==> src/rtl/rx_link_param_regs.svh <==
// Register indices, field masks and framing counts for the lane 0
// link parameter capture bank.
// Assumes the includer works in 32-bit AXI4-Lite words (byte = 4 * index).
`ifndef RX_LINK_PARAM_REGS_SVH
`define RX_LINK_PARAM_REGS_SVH

`define RLPC_IDX_LANE_ID     11'h402
`define RLPC_IDX_SCR_LANES   11'h403
`define RLPC_IDX_OCTETS      11'h404
`define RLPC_IDX_FRAMES      11'h405
`define RLPC_IDX_CONVERTERS  11'h406
`define RLPC_IDX_CTRL_RES    11'h407
`define RLPC_IDX_SUBCLASS    11'h408
`define RLPC_NUM_REGS        7

`define RLPC_MASK_LANE_ID    8'h7f
`define RLPC_MASK_SCR_LANES  8'h9f
`define RLPC_MASK_OCTETS     8'hff
`define RLPC_MASK_FRAMES     8'h1f
`define RLPC_MASK_CONVERTERS 8'hff
`define RLPC_MASK_CTRL_RES   8'hdf
`define RLPC_MASK_SUBCLASS   8'hff

`define RLPC_RESET_FIELD     8'h00
`define RLPC_CFG_LEN         4'hd
`define RLPC_CAP_FIRST       4'h2

`endif

==> src/rtl/rx_param_pkg.sv <==
// Types shared by the lane 0 link parameter capture bank.
// Assumes nothing beyond a SystemVerilog compiler.
`default_nettype none
package rx_param_pkg;
    typedef enum logic [1:0] {
        RESP_OKAY   = 2'b00,
        RESP_SLVERR = 2'b10
    } axi_resp_e;

    typedef enum logic [0:0] {
        CFG_IDLE    = 1'b0,
        CFG_COLLECT = 1'b1
    } cfg_state_e;
endpackage
`default_nettype wire

==> src/rtl/ro_field_reg.sv <==
// One read-only status byte loaded from captured link data.
// Assumes i_load is a one-cycle pulse on the same clock.
`default_nettype none
`include "rx_link_param_regs.svh"
module ro_field_reg #(
    parameter logic [7:0] MASK = 8'hff
) (
    input  wire logic       i_clk_sys,
    input  wire logic       i_rstn,
    input  wire logic       i_load,
    input  wire logic [7:0] i_data,
    output logic      [7:0] o_value
);
    // Reserved bits are masked so they always read zero
    always_ff @(posedge i_clk_sys or negedge i_rstn)
    begin
        if (!i_rstn)
            o_value <= `RLPC_RESET_FIELD;
        else if (i_load)
            o_value <= i_data & MASK;
    end
endmodule
`default_nettype wire

==> src/rtl/ila_cfg_parser.sv <==
// Collects the lane 0 configuration octets and checks their checksum.
// Assumes i_start marks octet 0 and i_valid qualifies every octet.
`default_nettype none
`include "rx_link_param_regs.svh"
module ila_cfg_parser #(
    parameter int CAP_NUM = 7
) (
    input  wire logic                 i_clk_sys,
    input  wire logic                 i_rstn,
    input  wire logic                 i_start,
    input  wire logic                 i_valid,
    input  wire logic [7:0]           i_octet,
    output logic                      o_load,
    output logic      [CAP_NUM*8-1:0] o_bytes
);
    import rx_param_pkg::*;

    cfg_state_e state_r;
    logic [3:0] idx_r;
    logic [7:0] sum_r;
    logic [3:0] slot;

    assign slot = idx_r - `RLPC_CAP_FIRST;

    always_ff @(posedge i_clk_sys or negedge i_rstn)
    begin
        if (!i_rstn)
        begin
            state_r <= CFG_IDLE;
            idx_r   <= 4'h0;
            sum_r   <= 8'h00;
            o_load  <= 1'b0;
        end
        else
        begin
            o_load <= 1'b0;
            if (i_valid && i_start)
            begin
                state_r <= CFG_COLLECT;
                idx_r   <= 4'h1;
                sum_r   <= i_octet;
            end
            else if (i_valid && state_r == CFG_COLLECT)
            begin
                if (idx_r == `RLPC_CFG_LEN)
                begin
                    // Last octet is the checksum of all earlier ones
                    state_r <= CFG_IDLE;
                    o_load  <= (sum_r == i_octet);
                end
                else
                begin
                    idx_r <= idx_r + 4'h1;
                    sum_r <= sum_r + i_octet;
                end
            end
        end
    end

    always_ff @(posedge i_clk_sys or negedge i_rstn)
    begin
        if (!i_rstn)
            o_bytes <= '0;
        else if (i_valid && !i_start && state_r == CFG_COLLECT &&
                 idx_r >= `RLPC_CAP_FIRST && slot < 4'(CAP_NUM))
            o_bytes[slot*8 +: 8] <= i_octet;
    end
endmodule
`default_nettype wire

==> src/rtl/rx_link_param_capture.sv <==
// Lane 0 link parameter capture bank with an AXI4-Lite read port.
// Assumes the lane 0 octet stream arrives on i_clk_sys from the
// receiver's alignment logic; no synchronisers are needed on it.
//
// The AXI4-Lite slave port was decided locally.
`default_nettype none
`include "rx_link_param_regs.svh"
module rx_link_param_capture #(
    parameter int ADDR_W = 13
) (
    input  wire logic                    i_clk_sys,
    input  wire logic                    i_rstn,
    input  wire logic                    i_ila_start,
    input  wire logic                    i_ila_valid,
    input  wire logic [7:0]              i_ila_octet,
    input  wire logic [ADDR_W-1:0]       i_s_axi_awaddr,
    input  wire logic                    i_s_axi_awvalid,
    output logic                         o_s_axi_awready,
    input  wire logic [31:0]             i_s_axi_wdata,
    input  wire logic [3:0]              i_s_axi_wstrb,
    input  wire logic                    i_s_axi_wvalid,
    output logic                         o_s_axi_wready,
    output var rx_param_pkg::axi_resp_e  o_s_axi_bresp,
    output logic                         o_s_axi_bvalid,
    input  wire logic                    i_s_axi_bready,
    input  wire logic [ADDR_W-1:0]       i_s_axi_araddr,
    input  wire logic                    i_s_axi_arvalid,
    output logic                         o_s_axi_arready,
    output logic      [31:0]             o_s_axi_rdata,
    output var rx_param_pkg::axi_resp_e  o_s_axi_rresp,
    output logic                         o_s_axi_rvalid,
    input  wire logic                    i_s_axi_rready,
    output logic                         o_params_valid
);
    import rx_param_pkg::*;

    localparam int NREG = `RLPC_NUM_REGS;
    localparam logic [NREG*8-1:0] MASKS = {
        `RLPC_MASK_SUBCLASS, `RLPC_MASK_CTRL_RES, `RLPC_MASK_CONVERTERS,
        `RLPC_MASK_FRAMES, `RLPC_MASK_OCTETS, `RLPC_MASK_SCR_LANES,
        `RLPC_MASK_LANE_ID
    };

    logic                 cfg_load;
    logic [NREG*8-1:0]    cfg_bytes;
    logic [7:0]           field_q [NREG];
    logic [NREG*8-1:0]    fields_flat;

    logic                 aw_fire;
    logic                 w_fire;
    logic                 b_fire;
    logic                 ar_fire;
    logic                 r_fire;
    logic                 aw_hold_r;
    logic                 w_hold_r;
    logic [ADDR_W-1:0]    wr_addr_r;

    // Mapped when word aligned and inside the seven-register window
    function automatic logic addr_hit(input logic [ADDR_W-1:0] a);
        logic [ADDR_W-3:0] w;
        w = a[ADDR_W-1:2];
        return (a[1:0] == 2'b00) && (w >= `RLPC_IDX_LANE_ID) &&
               (w <= `RLPC_IDX_SUBCLASS);
    endfunction

    function automatic logic [2:0] reg_sel(input logic [ADDR_W-1:0] a);
        logic [ADDR_W-3:0] w;
        w = a[ADDR_W-1:2] - `RLPC_IDX_LANE_ID;
        return w[2:0];
    endfunction

    // Parameter octets from lane 0, checksum verified
    ila_cfg_parser #(
        .CAP_NUM (NREG)
    ) u_parser (
        .i_clk_sys (i_clk_sys),
        .i_rstn    (i_rstn),
        .i_start   (i_ila_start),
        .i_valid   (i_ila_valid),
        .i_octet   (i_ila_octet),
        .o_load    (cfg_load),
        .o_bytes   (cfg_bytes)
    );

    // Each register holds one captured octet, reserved bits forced low
    for (genvar g = 0; g < NREG; g++)
    begin : g_field
        ro_field_reg #(
            .MASK (MASKS[g*8 +: 8])
        ) u_field (
            .i_clk_sys (i_clk_sys),
            .i_rstn    (i_rstn),
            .i_load    (cfg_load),
            .i_data    (cfg_bytes[g*8 +: 8]),
            .o_value   (field_q[g])
        );
        assign fields_flat[g*8 +: 8] = field_q[g];
    end

    always_ff @(posedge i_clk_sys or negedge i_rstn)
    begin
        if (!i_rstn)
            o_params_valid <= 1'b0;
        else if (cfg_load)
            o_params_valid <= 1'b1;
    end

    assign aw_fire = i_s_axi_awvalid & o_s_axi_awready;
    assign w_fire  = i_s_axi_wvalid & o_s_axi_wready;
    assign b_fire  = o_s_axi_bvalid & i_s_axi_bready;
    assign ar_fire = i_s_axi_arvalid & o_s_axi_arready;
    assign r_fire  = o_s_axi_rvalid & i_s_axi_rready;

    // Write address: held until the response is taken
    always_ff @(posedge i_clk_sys or negedge i_rstn)
    begin
        if (!i_rstn)
        begin
            aw_hold_r       <= 1'b0;
            wr_addr_r       <= '0;
            o_s_axi_awready <= 1'b0;
        end
        else
        begin
            if (aw_fire)
            begin
                aw_hold_r <= 1'b1;
                wr_addr_r <= i_s_axi_awaddr;
            end
            else if (b_fire)
                aw_hold_r <= 1'b0;
            o_s_axi_awready <= b_fire | (~aw_hold_r & ~aw_fire);
        end
    end

    // Write data is accepted and dropped: every register is read-only
    always_ff @(posedge i_clk_sys or negedge i_rstn)
    begin
        if (!i_rstn)
        begin
            w_hold_r       <= 1'b0;
            o_s_axi_wready <= 1'b0;
        end
        else
        begin
            if (w_fire)
                w_hold_r <= 1'b1;
            else if (b_fire)
                w_hold_r <= 1'b0;
            o_s_axi_wready <= b_fire | (~w_hold_r & ~w_fire);
        end
    end

    always_ff @(posedge i_clk_sys or negedge i_rstn)
    begin
        if (!i_rstn)
        begin
            o_s_axi_bvalid <= 1'b0;
            o_s_axi_bresp  <= RESP_OKAY;
        end
        else if (b_fire)
            o_s_axi_bvalid <= 1'b0;
        else if (aw_hold_r && w_hold_r && !o_s_axi_bvalid)
        begin
            o_s_axi_bvalid <= 1'b1;
            o_s_axi_bresp  <= addr_hit(wr_addr_r) ? RESP_OKAY : RESP_SLVERR;
        end
    end

    // Read: one cycle from address to data
    always_ff @(posedge i_clk_sys or negedge i_rstn)
    begin
        if (!i_rstn)
            o_s_axi_arready <= 1'b0;
        else
            o_s_axi_arready <= r_fire | (~o_s_axi_rvalid & ~ar_fire);
    end

    always_ff @(posedge i_clk_sys or negedge i_rstn)
    begin
        if (!i_rstn)
        begin
            o_s_axi_rvalid <= 1'b0;
            o_s_axi_rdata  <= 32'h0;
            o_s_axi_rresp  <= RESP_OKAY;
        end
        else if (ar_fire)
        begin
            o_s_axi_rvalid <= 1'b1;
            if (addr_hit(i_s_axi_araddr))
            begin
                o_s_axi_rdata <= {24'h0, field_q[reg_sel(i_s_axi_araddr)]};
                o_s_axi_rresp <= RESP_OKAY;
            end
            else
            begin
                o_s_axi_rdata <= 32'h0;
                o_s_axi_rresp <= RESP_SLVERR;
            end
        end
        else if (r_fire)
            o_s_axi_rvalid <= 1'b0;
    end

    // Checks
    logic [2:0] chk_sel_r;
    logic       chk_hit_r;

    always_ff @(posedge i_clk_sys or negedge i_rstn)
    begin
        if (!i_rstn)
        begin
            chk_sel_r <= 3'h0;
            chk_hit_r <= 1'b0;
        end
        else if (ar_fire)
        begin
            chk_sel_r <= reg_sel(i_s_axi_araddr);
            chk_hit_r <= addr_hit(i_s_axi_araddr);
        end
    end
endmodule
`default_nettype wire

==> config.mk <==
export PLATFORM = sky130hd
export DESIGN_NAME = rx_link_param_capture
export DESIGN_NICKNAME = d
export VERILOG_FILES = /design/src/rtl/rx_param_pkg.sv /design/src/rtl/ro_field_reg.sv /design/src/rtl/ila_cfg_parser.sv /design/src/rtl/rx_link_param_capture.sv
export VERILOG_INCLUDE_DIRS = /design/src /design/src/rtl
export SDC_FILE = /design/constraint.sdc
export NUM_CORES = 1
export LEC_CHECK = 0
export ABC_AREA = 1
export BUFFER_PORTS_ARGS = -buffer_cell sky130_fd_sc_hd__buf_2
export CAP_MARGIN = 20
export CELL_PAD_IN_SITES_DETAIL_PLACEMENT = 0
export CELL_PAD_IN_SITES_GLOBAL_PLACEMENT = 1
export CORE_MARGIN = 8
export CORE_UTILIZATION = 45
export CTS_CLUSTER_SIZE = 20
export DETAILED_ROUTE_END_ITERATION = 16
export HOLD_SLACK_MARGIN = 0.15
export PLACE_DENSITY = 0.91
export SETUP_SLACK_MARGIN = 0.3
export SYNTH_ARGS = -nofsm -noshare
export SYNTH_HDL_FRONTEND = slang
export SYNTH_SLANG_ARGS = --single-unit
==> constraint.sdc <==
create_clock -name i_clk_sys -period 5.95 [get_ports i_clk_sys]
set_input_delay 0 -clock i_clk_sys [delete_from_list [all_inputs] [get_ports i_clk_sys]]
set_output_delay 0 -clock i_clk_sys [all_outputs]
set_load 0.05 [all_outputs]
==> summary.md, run 1 <==
| Metric | Value |
|---|---|
| Status | finished clean |
| Placed cell count | 1148 |
| Clock power share | 36.1% |
| Avg Cell Area, Syn | 8.04 um^2 |
| Reg clk slew, reported paths | 60 ps |
| Die width | 143 um |
| Sw Ratio | 34.1% |
| Final net count | 1082 |
| Placement Setup Slack | 3280 ps |
| Worst Setup End Kind | flop |
| Sw power | 1.09 mW |
| Setup ws final | 3280 ps |
| Maximum clock frequency | 375 MHz |
| Most common cell after layout, fill and taps aside | nand2_1 |
| Largest net degree at the start of global routing | 76 |
| Max stage delay on crit path | 500 ps |
| Sequential-to-total area share from yosys stat | 49.5% |
| CTS root buf | clkbuf_16 |
| Iter 0 DRT Violations | 390 |
| Most frequent cells in the layout | nand2_1 (280), dfrtp_1 (142), inv_1 (95), o21ai_0 (71), nor2_1 (66) |
| All-Layer GR Usage | 17.4% |
| WL final | 16700 um |
| Part of the cycle the worst path needs | 44.9% |
| Post-synth EDFFs | 0 |
| Reg-to-reg endpoint | u_parser.o_bytes[33] |
| Worst EP required | 6270 ps |
| Worst min path class | in -> async |
| Post-Route Setup TNS | 0 ps |
| Routability Congestion | 0.892 |
| Initial antenna violation count | 0 |
| Max cap viols | 0 |
| Clock Sinks | 143 |
| Fillers | 1450 |
| Post-CTS setup buffers | 0 |
| Die H | 143 um |
| Vias in the first global route | 5633 |
| Pwr dens | 371 mW/mm^2 |
| CP cell instances | inv_1 > ha_1 > nor2_1 > nand3_1 > nand4_4 > nor2_8 > nand2_4 > nand2_1 > nand2_1 |
| Synth Cell Area | 0.00723 mm^2 |
| CP Buf/Inv Count | 1 |
| Residual DRC | 0 |
| Ys Warns | 0 |
| Post-route ant nets | 0 |
| Critical Path Most Common Cell | nand2_1 |
| Min cycle time layout | 2670 ps |
| DP Area | 0.00759 mm^2 |
| Share of total power in combinational logic | 26.7% |
| Ys async rst share | 100% |
| Netlist cell types | 41 |
| Crit. Startpoint | u_parser.idx_r[0] |
| Routed vias/inst | 4.81 |
| GR met3 Demand/Resource | 4.04% |
| GR Util met2 | 27.0% |
| Die ar. | 0.0204 mm^2 |
| Routed vias | 5845 |
| Slew Limit Fails | 0 |
| WP depth | 9 |
| Top FF cell, synth | dfrtp_1 |
| DR WL/cell | 13.7 um |
| I/O pins | 121 |
| CP top delay family | simple AND/OR/NAND/NOR gates |
| Register share of total power | 37.2% |
| Maximum vdd drop | 0.238 mV |
| CTS tree | done |
| GRT busiest layer | met2 |
| CP max FO | 27 |
| Pre-antenna DRT Iters | 5 |
| Crit path to | u_parser.o_bytes[33] |
| I/O Buffers | 58 |
| Finished Cell Area | 0.00858 mm^2 |
| Skew final | 8.21 ps |
| Reg2reg path depth | 9 |
| Slowest cell on the critical path | inv_1 |
| Tot Pwr | 3.18 mW |
| Initial Utilization | 45.7% |
| Share of layout cells above drive strength 1 | 12.5% |
| Final hold vios | 0 |
| CTS resizes | 0 |
| Antenna Cells | 0 |
| Final non-filler cell total | 1215 |
| Internal power | 2.09 mW |
| Arrival @ worst endpoint | 2990 ps |
| H-tree depth | 4 |
| Global route overflow | 0 |
| CP Launch Type | flop |
| Row count | 46 |
| HPWL after detailed placement | 11500 um |
| Area of the multi-input gates | 0.00305 mm^2 |
| Met1 usage in global routing | 23.3% |
| Kind of critical path | reg -> reg |
| #FFs+latches synth | 143 |
| Leakage power | 4.40 nW |
| TritonCTS buffer count | 17 |
| Max clock buf depth | 2 |
| Area Overhead vs Synth | 18.6% |
| Cells after synthesis | 900 |
| First-pass GRT wire length | 27900 um |
| CORE AREA | 0.0158 mm^2 |
| FF+latch area | 0.00358 mm^2 |
| Worst skew pair latency | 420 ps |
| Reg2Reg Setup Slack | 3280 ps |
| RSZ-0062 raised after global routing | false |
| Worst R2R Start | u_parser.idx_r[0] |
| Finish-stage setup viols | 0 |
| Hold-fix buffer count after cts | 35 |
| Rel. slew slack | 41.0% |
| Slew @ Worst Pin | 885 ps |
## cell type report
type / count / area share (%)
repair buffers: 95 / 7.71
clock buffers: 18 / 5.12
well taps: 216 / 3.15
flip-flops and latches: 143 / 41.7
multi-input cells: 631 / 35.6
inverters: 98 / 4.35
clock inverters: 14 / 2.38
## cells by family after synthesis
family / Yosys count / synth area share, %
xor gates and xnor gates: 4 / 0.484
adders and majority gates: 17 / 3.04
and+or+nand+nor: 429 / 25.3
AOI/OAI and AO/OA: 146 / 10.7
other: 1 / 0.0518
buffers and inverters: 151 / 9.64
muxes: 9 / 1.40
DFF: 143 / 49.5
## worst register-to-register path: stages (launching register included)
cell	delay [ps]
dfrtp_1	460
inv_1	500
ha_1	300
nor2_1	50
nand3_1	130
nand4_4	490
nor2_8	390
nand2_4	120
nand2_1	90
nand2_1	50
## Yosys cell counts (2+ instances only)
cell type  instances  share of area [%]
ha_1              16                2.8
nor2_4             5               0.78
nand3_1           40                2.8
buf_2             10               0.69
o22ai_1            5               0.43
o21bai_1           2               0.21
nor2_2             5               0.43
nor3_1            10               0.69
o21ai_1           29                2.0
nand2_1          280                 15
nand2_2            4               0.35
a21oi_1           28                1.9
buf_6              2               0.31
clkbuf_1          15               0.78
o211ai_1           8               0.83
xor2_1             3               0.36
inv_2              2               0.10
nor2_1            66                3.4
o21ai_0           71                4.9
inv_1             95                4.9
buf_4             26                2.7
nor4_1             5               0.43
mux2_2             9                1.4
nand4_1            5               0.43
dfrtp_1          143                 49
## power by group through the flow
stage / combinational [mW] / clock [mW] / sequential, mW
floorplan: 0.616 / 0 / 1.22
global placement: 0.819 / 0 / 1.19
detailed placement: 0.824 / 0 / 1.20
CTS: 0.851 / 1.17 / 1.18
global route: 0.953 / 1.21 / 1.20
finish: 0.850 / 1.15 / 1.18
## routing by layer
layer  vias up  routed length, um  part of all wire, %
li1       3000                  -                    -
met1      2694               8010                   48
met2       133               7530                   45
met3        18                841                  5.0
met4         0                295                  1.8
met5         -                  0                    0
## metrics by stage
| stage | hold slack [ps] | util (%) |
|---|---|---|
| detailed placement | 68.8 | 47.9 |
| floorplan | -296 | - |
| global placement | 60.6 | 47.9 |
| global route | 214 | 54.2 |
| finish | 173 | 54.2 |
| CTS | 165 | 54.2 |
## state kept, by name, indices dropped and copies added (netlist names)
signal / cells
o_s_axi_wready: 1
o_s_axi_rresp: 1
o_params_valid: 1
o_s_axi_arready: 1
u_parser.sum_r: 8
aw_hold_r: 1
w_hold_r: 1
o_s_axi_rvalid: 1
u_parser.state_r: 1
o_s_axi_bvalid: 1
g_field.u_field.o_value: 49
wr_addr_r: 13
u_parser.idx_r: 4
o_s_axi_rdata: 8
u_parser.o_load: 1
o_s_axi_awready: 1
o_s_axi_bresp: 1
u_parser.o_bytes: 49
## worst min path at each step
stage	from	end	slack [ps]	cells after the start
after floorplan	i_rstn	aw_hold_r	-300	0
after global placement	i_rstn	o_s_axi_rresp[1]	60	1
after global routing	i_s_axi_araddr[2]	o_s_axi_rdata[6]	210	5
final	i_rstn	o_s_axi_rresp[1]	170	2
after detailed placement	i_rstn	o_s_axi_rresp[1]	70	1
after CTS	i_s_axi_araddr[2]	o_s_axi_rdata[6]	170	5
No activity file was read; power rests on OpenSTA's default activity.
==> inputs of run 2 (changes only) <==
--- a/config.mk
+++ b/config.mk
@@ -6,7 +6,7 @@
 export SDC_FILE = /design/constraint.sdc
 export NUM_CORES = 1
 export LEC_CHECK = 0
-export ABC_AREA = 1
+export ABC_AREA = 0
 export BUFFER_PORTS_ARGS = -buffer_cell sky130_fd_sc_hd__buf_2
 export CAP_MARGIN = 20
 export CELL_PAD_IN_SITES_DETAIL_PLACEMENT = 0
@@ -16,7 +16,7 @@
 export CTS_CLUSTER_SIZE = 20
 export DETAILED_ROUTE_END_ITERATION = 16
 export HOLD_SLACK_MARGIN = 0.15
-export PLACE_DENSITY = 0.91
+export PLACE_DENSITY = 0.86
 export SETUP_SLACK_MARGIN = 0.3
 export SYNTH_ARGS = -nofsm -noshare
 export SYNTH_HDL_FRONTEND = slang
==> constraint.sdc (replaced) <==
create_clock -name i_clk_sys -period 2.5 [get_ports i_clk_sys]
set_input_delay 0 -clock i_clk_sys [delete_from_list [all_inputs] [get_ports i_clk_sys]]
set_output_delay 0 -clock i_clk_sys [all_outputs]
set_load 0.05 [all_outputs]
==> run 2 against run 1 <==
Compared with the run above:
- global-route usage decreased by 0.74 points
- utilization increased by 1.1 points
- flip-flop and latch count unchanged
- synthesized cell count decreased by 36%
- synthesized area decreased by 4.1%
- worst setup slack got worse by 2900 ps
- critical endpoint is now u_parser.o_bytes[36]
- largest cell class unchanged
==> summary.md, run 2 <==
| Metric | Value |
|---|---|
| Status | finished clean |
| Sw power | 2.33 mW (+110%) |
| CP cell instances | buf_4 > ha_2 > nor2b_1 > ha_1 > and3_2 > o2111a_1 > buf_12 > mux2i_1 |
| TritonCTS buffer count | 17 (unchanged) |
| RSZ-0062 raised after global routing | true |
| Internal power | 5.00 mW (+140%) |
| Finish-stage setup viols | 0 (unchanged) |
| Reg clk slew, reported paths | 60 ps (about the same) |
| Final hold vios | 0 (unchanged) |
| Routability Congestion | 0.834 (-6.5%) |
| Worst Setup End Kind | flop |
| Min cycle time layout | 2150 ps (-524 ps) |
| HPWL after detailed placement | 10600 um (-7.6%) |
| I/O Buffers | 58 (unchanged) |
| Rel. slew slack | 53.6% (+13 points) |
| Routed vias | 4666 (-20%) |
| Leakage power | 4.15 nW (-5.6%) |
| Tot Pwr | 7.32 mW (+130%) |
| Largest net degree at the start of global routing | 77 (+1.3%) |
| Initial antenna violation count | 0 (unchanged) |
| Part of the cycle the worst path needs | 85.8% (+41 points) |
| CTS tree | done |
| CP max FO | 8 (-70%) |
| Sw Ratio | 31.8% (-2.4 points) |
| Vias in the first global route | 5020 (-11%) |
| Maximum vdd drop | 0.501 mV (+110%) |
| Adder-cell share of the synthesized area | 3.17% (+0.13 points) |
| Simple-gate share of the synthesized area | 11.3% (-14 points) |
| Row count | 45 (-2.2%) |
| Synth cell count leaders | dfrtp_1 (143), mux2_2 (90), nand2_1 (48) |
| Initial Utilization | 45.8% (+0.11 points) |
| Mux cell area share after synthesis | 20.2% (+19 points) |
| Sequential-to-total area share from yosys stat | 51.6% (+2.1 points) |
| Final non-filler cell total | 887 (-27%) |
| Slew @ Worst Pin | 696 ps (-189 ps) |
| Synth Area in Compound Gates | 6.53% (-4.1 points) |
| Most common cell after layout, fill and taps aside | dfrtp_1 |
| CP Launch Type | flop |
| Worst skew pair latency | 420 ps (about the same) |
| Cells after synthesis | 580 (-36%) |
| Netlist cell types | 57 (+39%) |
| Synth Cell Area | 0.00694 mm^2 (-4.1%) |
| I/O pins | 121 (unchanged) |
| Synth top area share | 51.6% (+2.1 points) |
| CORE AREA | 0.0151 mm^2 (-4.3%) |
| Clock power share | 34.6% (-1.5 points) |
| Avg Cell Area, Syn | 12.0 um^2 (+49%) |
| Maximum clock frequency | 466 MHz (+24%) |
| Slew Limit Fails | 0 (unchanged) |
| Max cap viols | 0 (unchanged) |
| Post-synth top area cell | dfrtp_1 |
| Clock Sinks | 143 (unchanged) |
| Top-count cell post-synth | dfrtp_1 |
| XOR/XNOR Fraction of Synth Area | 0.884% (+0.40 points) |
| Worst min path class | in -> reg |
| Most frequent cells in the layout | dfrtp_1 (142), mux2_2 (90), buf_2 (57), nand2_1 (48), dlygate4sd3_1 (34) |
| Max stage delay on crit path | 380 ps (-120 ps) |
| #FFs+latches synth | 143 (unchanged) |
| Biggest regs | g_field.u_field.o_value x49, u_parser.o_bytes x49, wr_addr_r x13 |
| Setup ws final | 354 ps (-2930 ps) |
| Share of total power in combinational logic | 26.1% (-0.6 points) |
| Global route overflow | 0 (unchanged) |
| CTS root buf | clkbuf_16 |
| Die width | 140 um (-1.8%) |
| Kind of critical path | reg -> reg |
| All-Layer GR Usage | 16.6% (-0.74 points) |
| Die H | 140 um (-1.8%) |
| Post-synth EDFFs | 0 (unchanged) |
| Residual DRC | 0 (unchanged) |
| DR WL/cell | 17.1 um (+25%) |
| Arrival @ worst endpoint | 2480 ps (-510 ps) |
| DP Area | 0.00736 mm^2 (-3.0%) |
| Placement Setup Slack | 112 ps (-3170 ps) |
| Met3 routed WL | 942 um (+12%) |
| Worst EP required | 2830 ps (-3440 ps) |
| Iter 0 DRT Violations | 225 (-42%) |
| Share of layout cells above drive strength 1 | 32.2% (+20 points) |
| Die ar. | 0.0196 mm^2 (-3.6%) |
| Ys async rst share | 100% (unchanged) |
| Ys Warns | 0 (unchanged) |
| Top FF cell, synth | dfrtp_1 |
| Routed vias/inst | 5.26 (+9.3%) |
| Final net count | 782 (-28%) |
| Highest routed layer | met4 |
| Area Overhead vs Synth | 20.8% |
| Max clock buf depth | 2 (unchanged) |
| Area contributors post-synth | dfrtp_1 (52%), mux2_2 (15%), buf_4 (3.1%), ha_1 (2.9%), mux2i_1 (2.9%) |
| Skew final | 9.56 ps (+1.35 ps) |
| Metal2 WL | 7310 um (-2.8%) |
| Pre-antenna DRT Iters | 5 (unchanged) |
| Combinational family with the most area after synthesis | multiplexers |
| Register share of total power | 39.2% (+2.0 points) |
| Post-route ant nets | 0 (unchanged) |
| First-pass GRT wire length | 25800 um (-7.6%) |
| WL final | 15200 um (-9.0%) |
| Metal-1 WL | 6650 um (-17%) |
| Antenna Cells | 0 (unchanged) |
| H-tree depth | 4 (unchanged) |
| Post-Route Setup TNS | 0 ps (unchanged) |
| Pwr dens | 873 mW/mm^2 (+140%) |
| Placed cell count | 815 (-29%) |
| Finished Cell Area | 0.00838 mm^2 (-2.3%) |
| Slowest cell on the critical path | dfrtp_1 |
[run 2: through the flow]
| stage | util, % | hold slack [ps] |
|---|---|---|
| 2_1_floorplan | - | -296 |
| 3_3_place_gp | 48.6 | 64.7 |
| 3_5_place_dp | 48.6 | 80.7 |
| 4_1_cts | 55.3 | 154 |
| 5_1_grt | 55.3 | 199 |
| 6_report | 55.3 | 168 |
[run 2: kinds of logic (layout without fill, tap and decap cells)]
family / count (synthesis) / count (layout)
simple gates: 144 / 144
flops: 143 / 143
mux: 119 / 119
buf+inv: 80 / 174
compound gates: 69 / 69
fa+ha+maj: 17 / 17
xor+xnor: 7 / 7
other cells: 1 / 26
[run 2: power groups by stage]
| stage | clock network, mW | logic, mW | registers (mW) |
|---|---|---|---|
| after floorplan | 0 | 1.29 | 3.00 |
| after global placement | 0 | 1.76 | 2.89 |
| after detailed placement | 0 | 1.82 | 2.92 |
| after CTS | 2.59 | 1.90 | 2.87 |
| after global routing | 2.69 | 2.12 | 2.92 |
| final | 2.54 | 1.91 | 2.87 |
[run 2: worst max-delay path: cells and delay by family, from the launching register on]
kind	cells	cell delay (ps)
fa+ha+maj	2	490
simple gates	2	400
flops	1	380
buf+inv	2	310
compound gates	1	260
mux	1	210
[run 2: worst paths after layout]
| check | depth (start not counted) | start | end | slack, ps |
|---|---|---|---|---|
| setup / recovery | 8 | u_parser.idx_r[1] | u_parser.o_bytes[36] | 350 |
| hold / removal | 4 | i_s_axi_araddr[6] | o_s_axi_rresp[1] | 170 |
| setup reg to reg | 8 | u_parser.idx_r[1] | u_parser.o_bytes[36] | 350 |
| hold reg to reg | 1 | o_params_valid | o_params_valid | 470 |
| max in group asynchronous | 3 | i_rstn | wr_addr_r[9] | 1560 |
| min in group asynchronous | 2 | i_rstn | g_field[4].u_field.o_value[2] | 180 |
[run 2: final cells by class]
cell class                      instances  area (um^2)
Clock buffer                           19          453
Clock inverter                         13          150
Fill cell                            1256         6760
Inverter                               29          109
Multi-Input combinational cell        382         3030
Sequential cell                       143         3580
Tap cell                              188          235
Timing Repair Buffer                  113          823
[run 2: repair_timing]
action                                  CTS  global route
endpoints found under the setup margin   48            36
hold endpoints to repair                156             0
setup buffers                             6             0
pin swaps                                 3             1
resized for setup                         2             4
hold buffers                             34             0
[run 2: metal layers]
metal / track usage [%] / vias up
met5: 0 / -
li1: - / 2212
met1: 20.1 / 2310
met4: 6.80 / 0
met2: 27.5 / 123
met3: 4.72 / 21
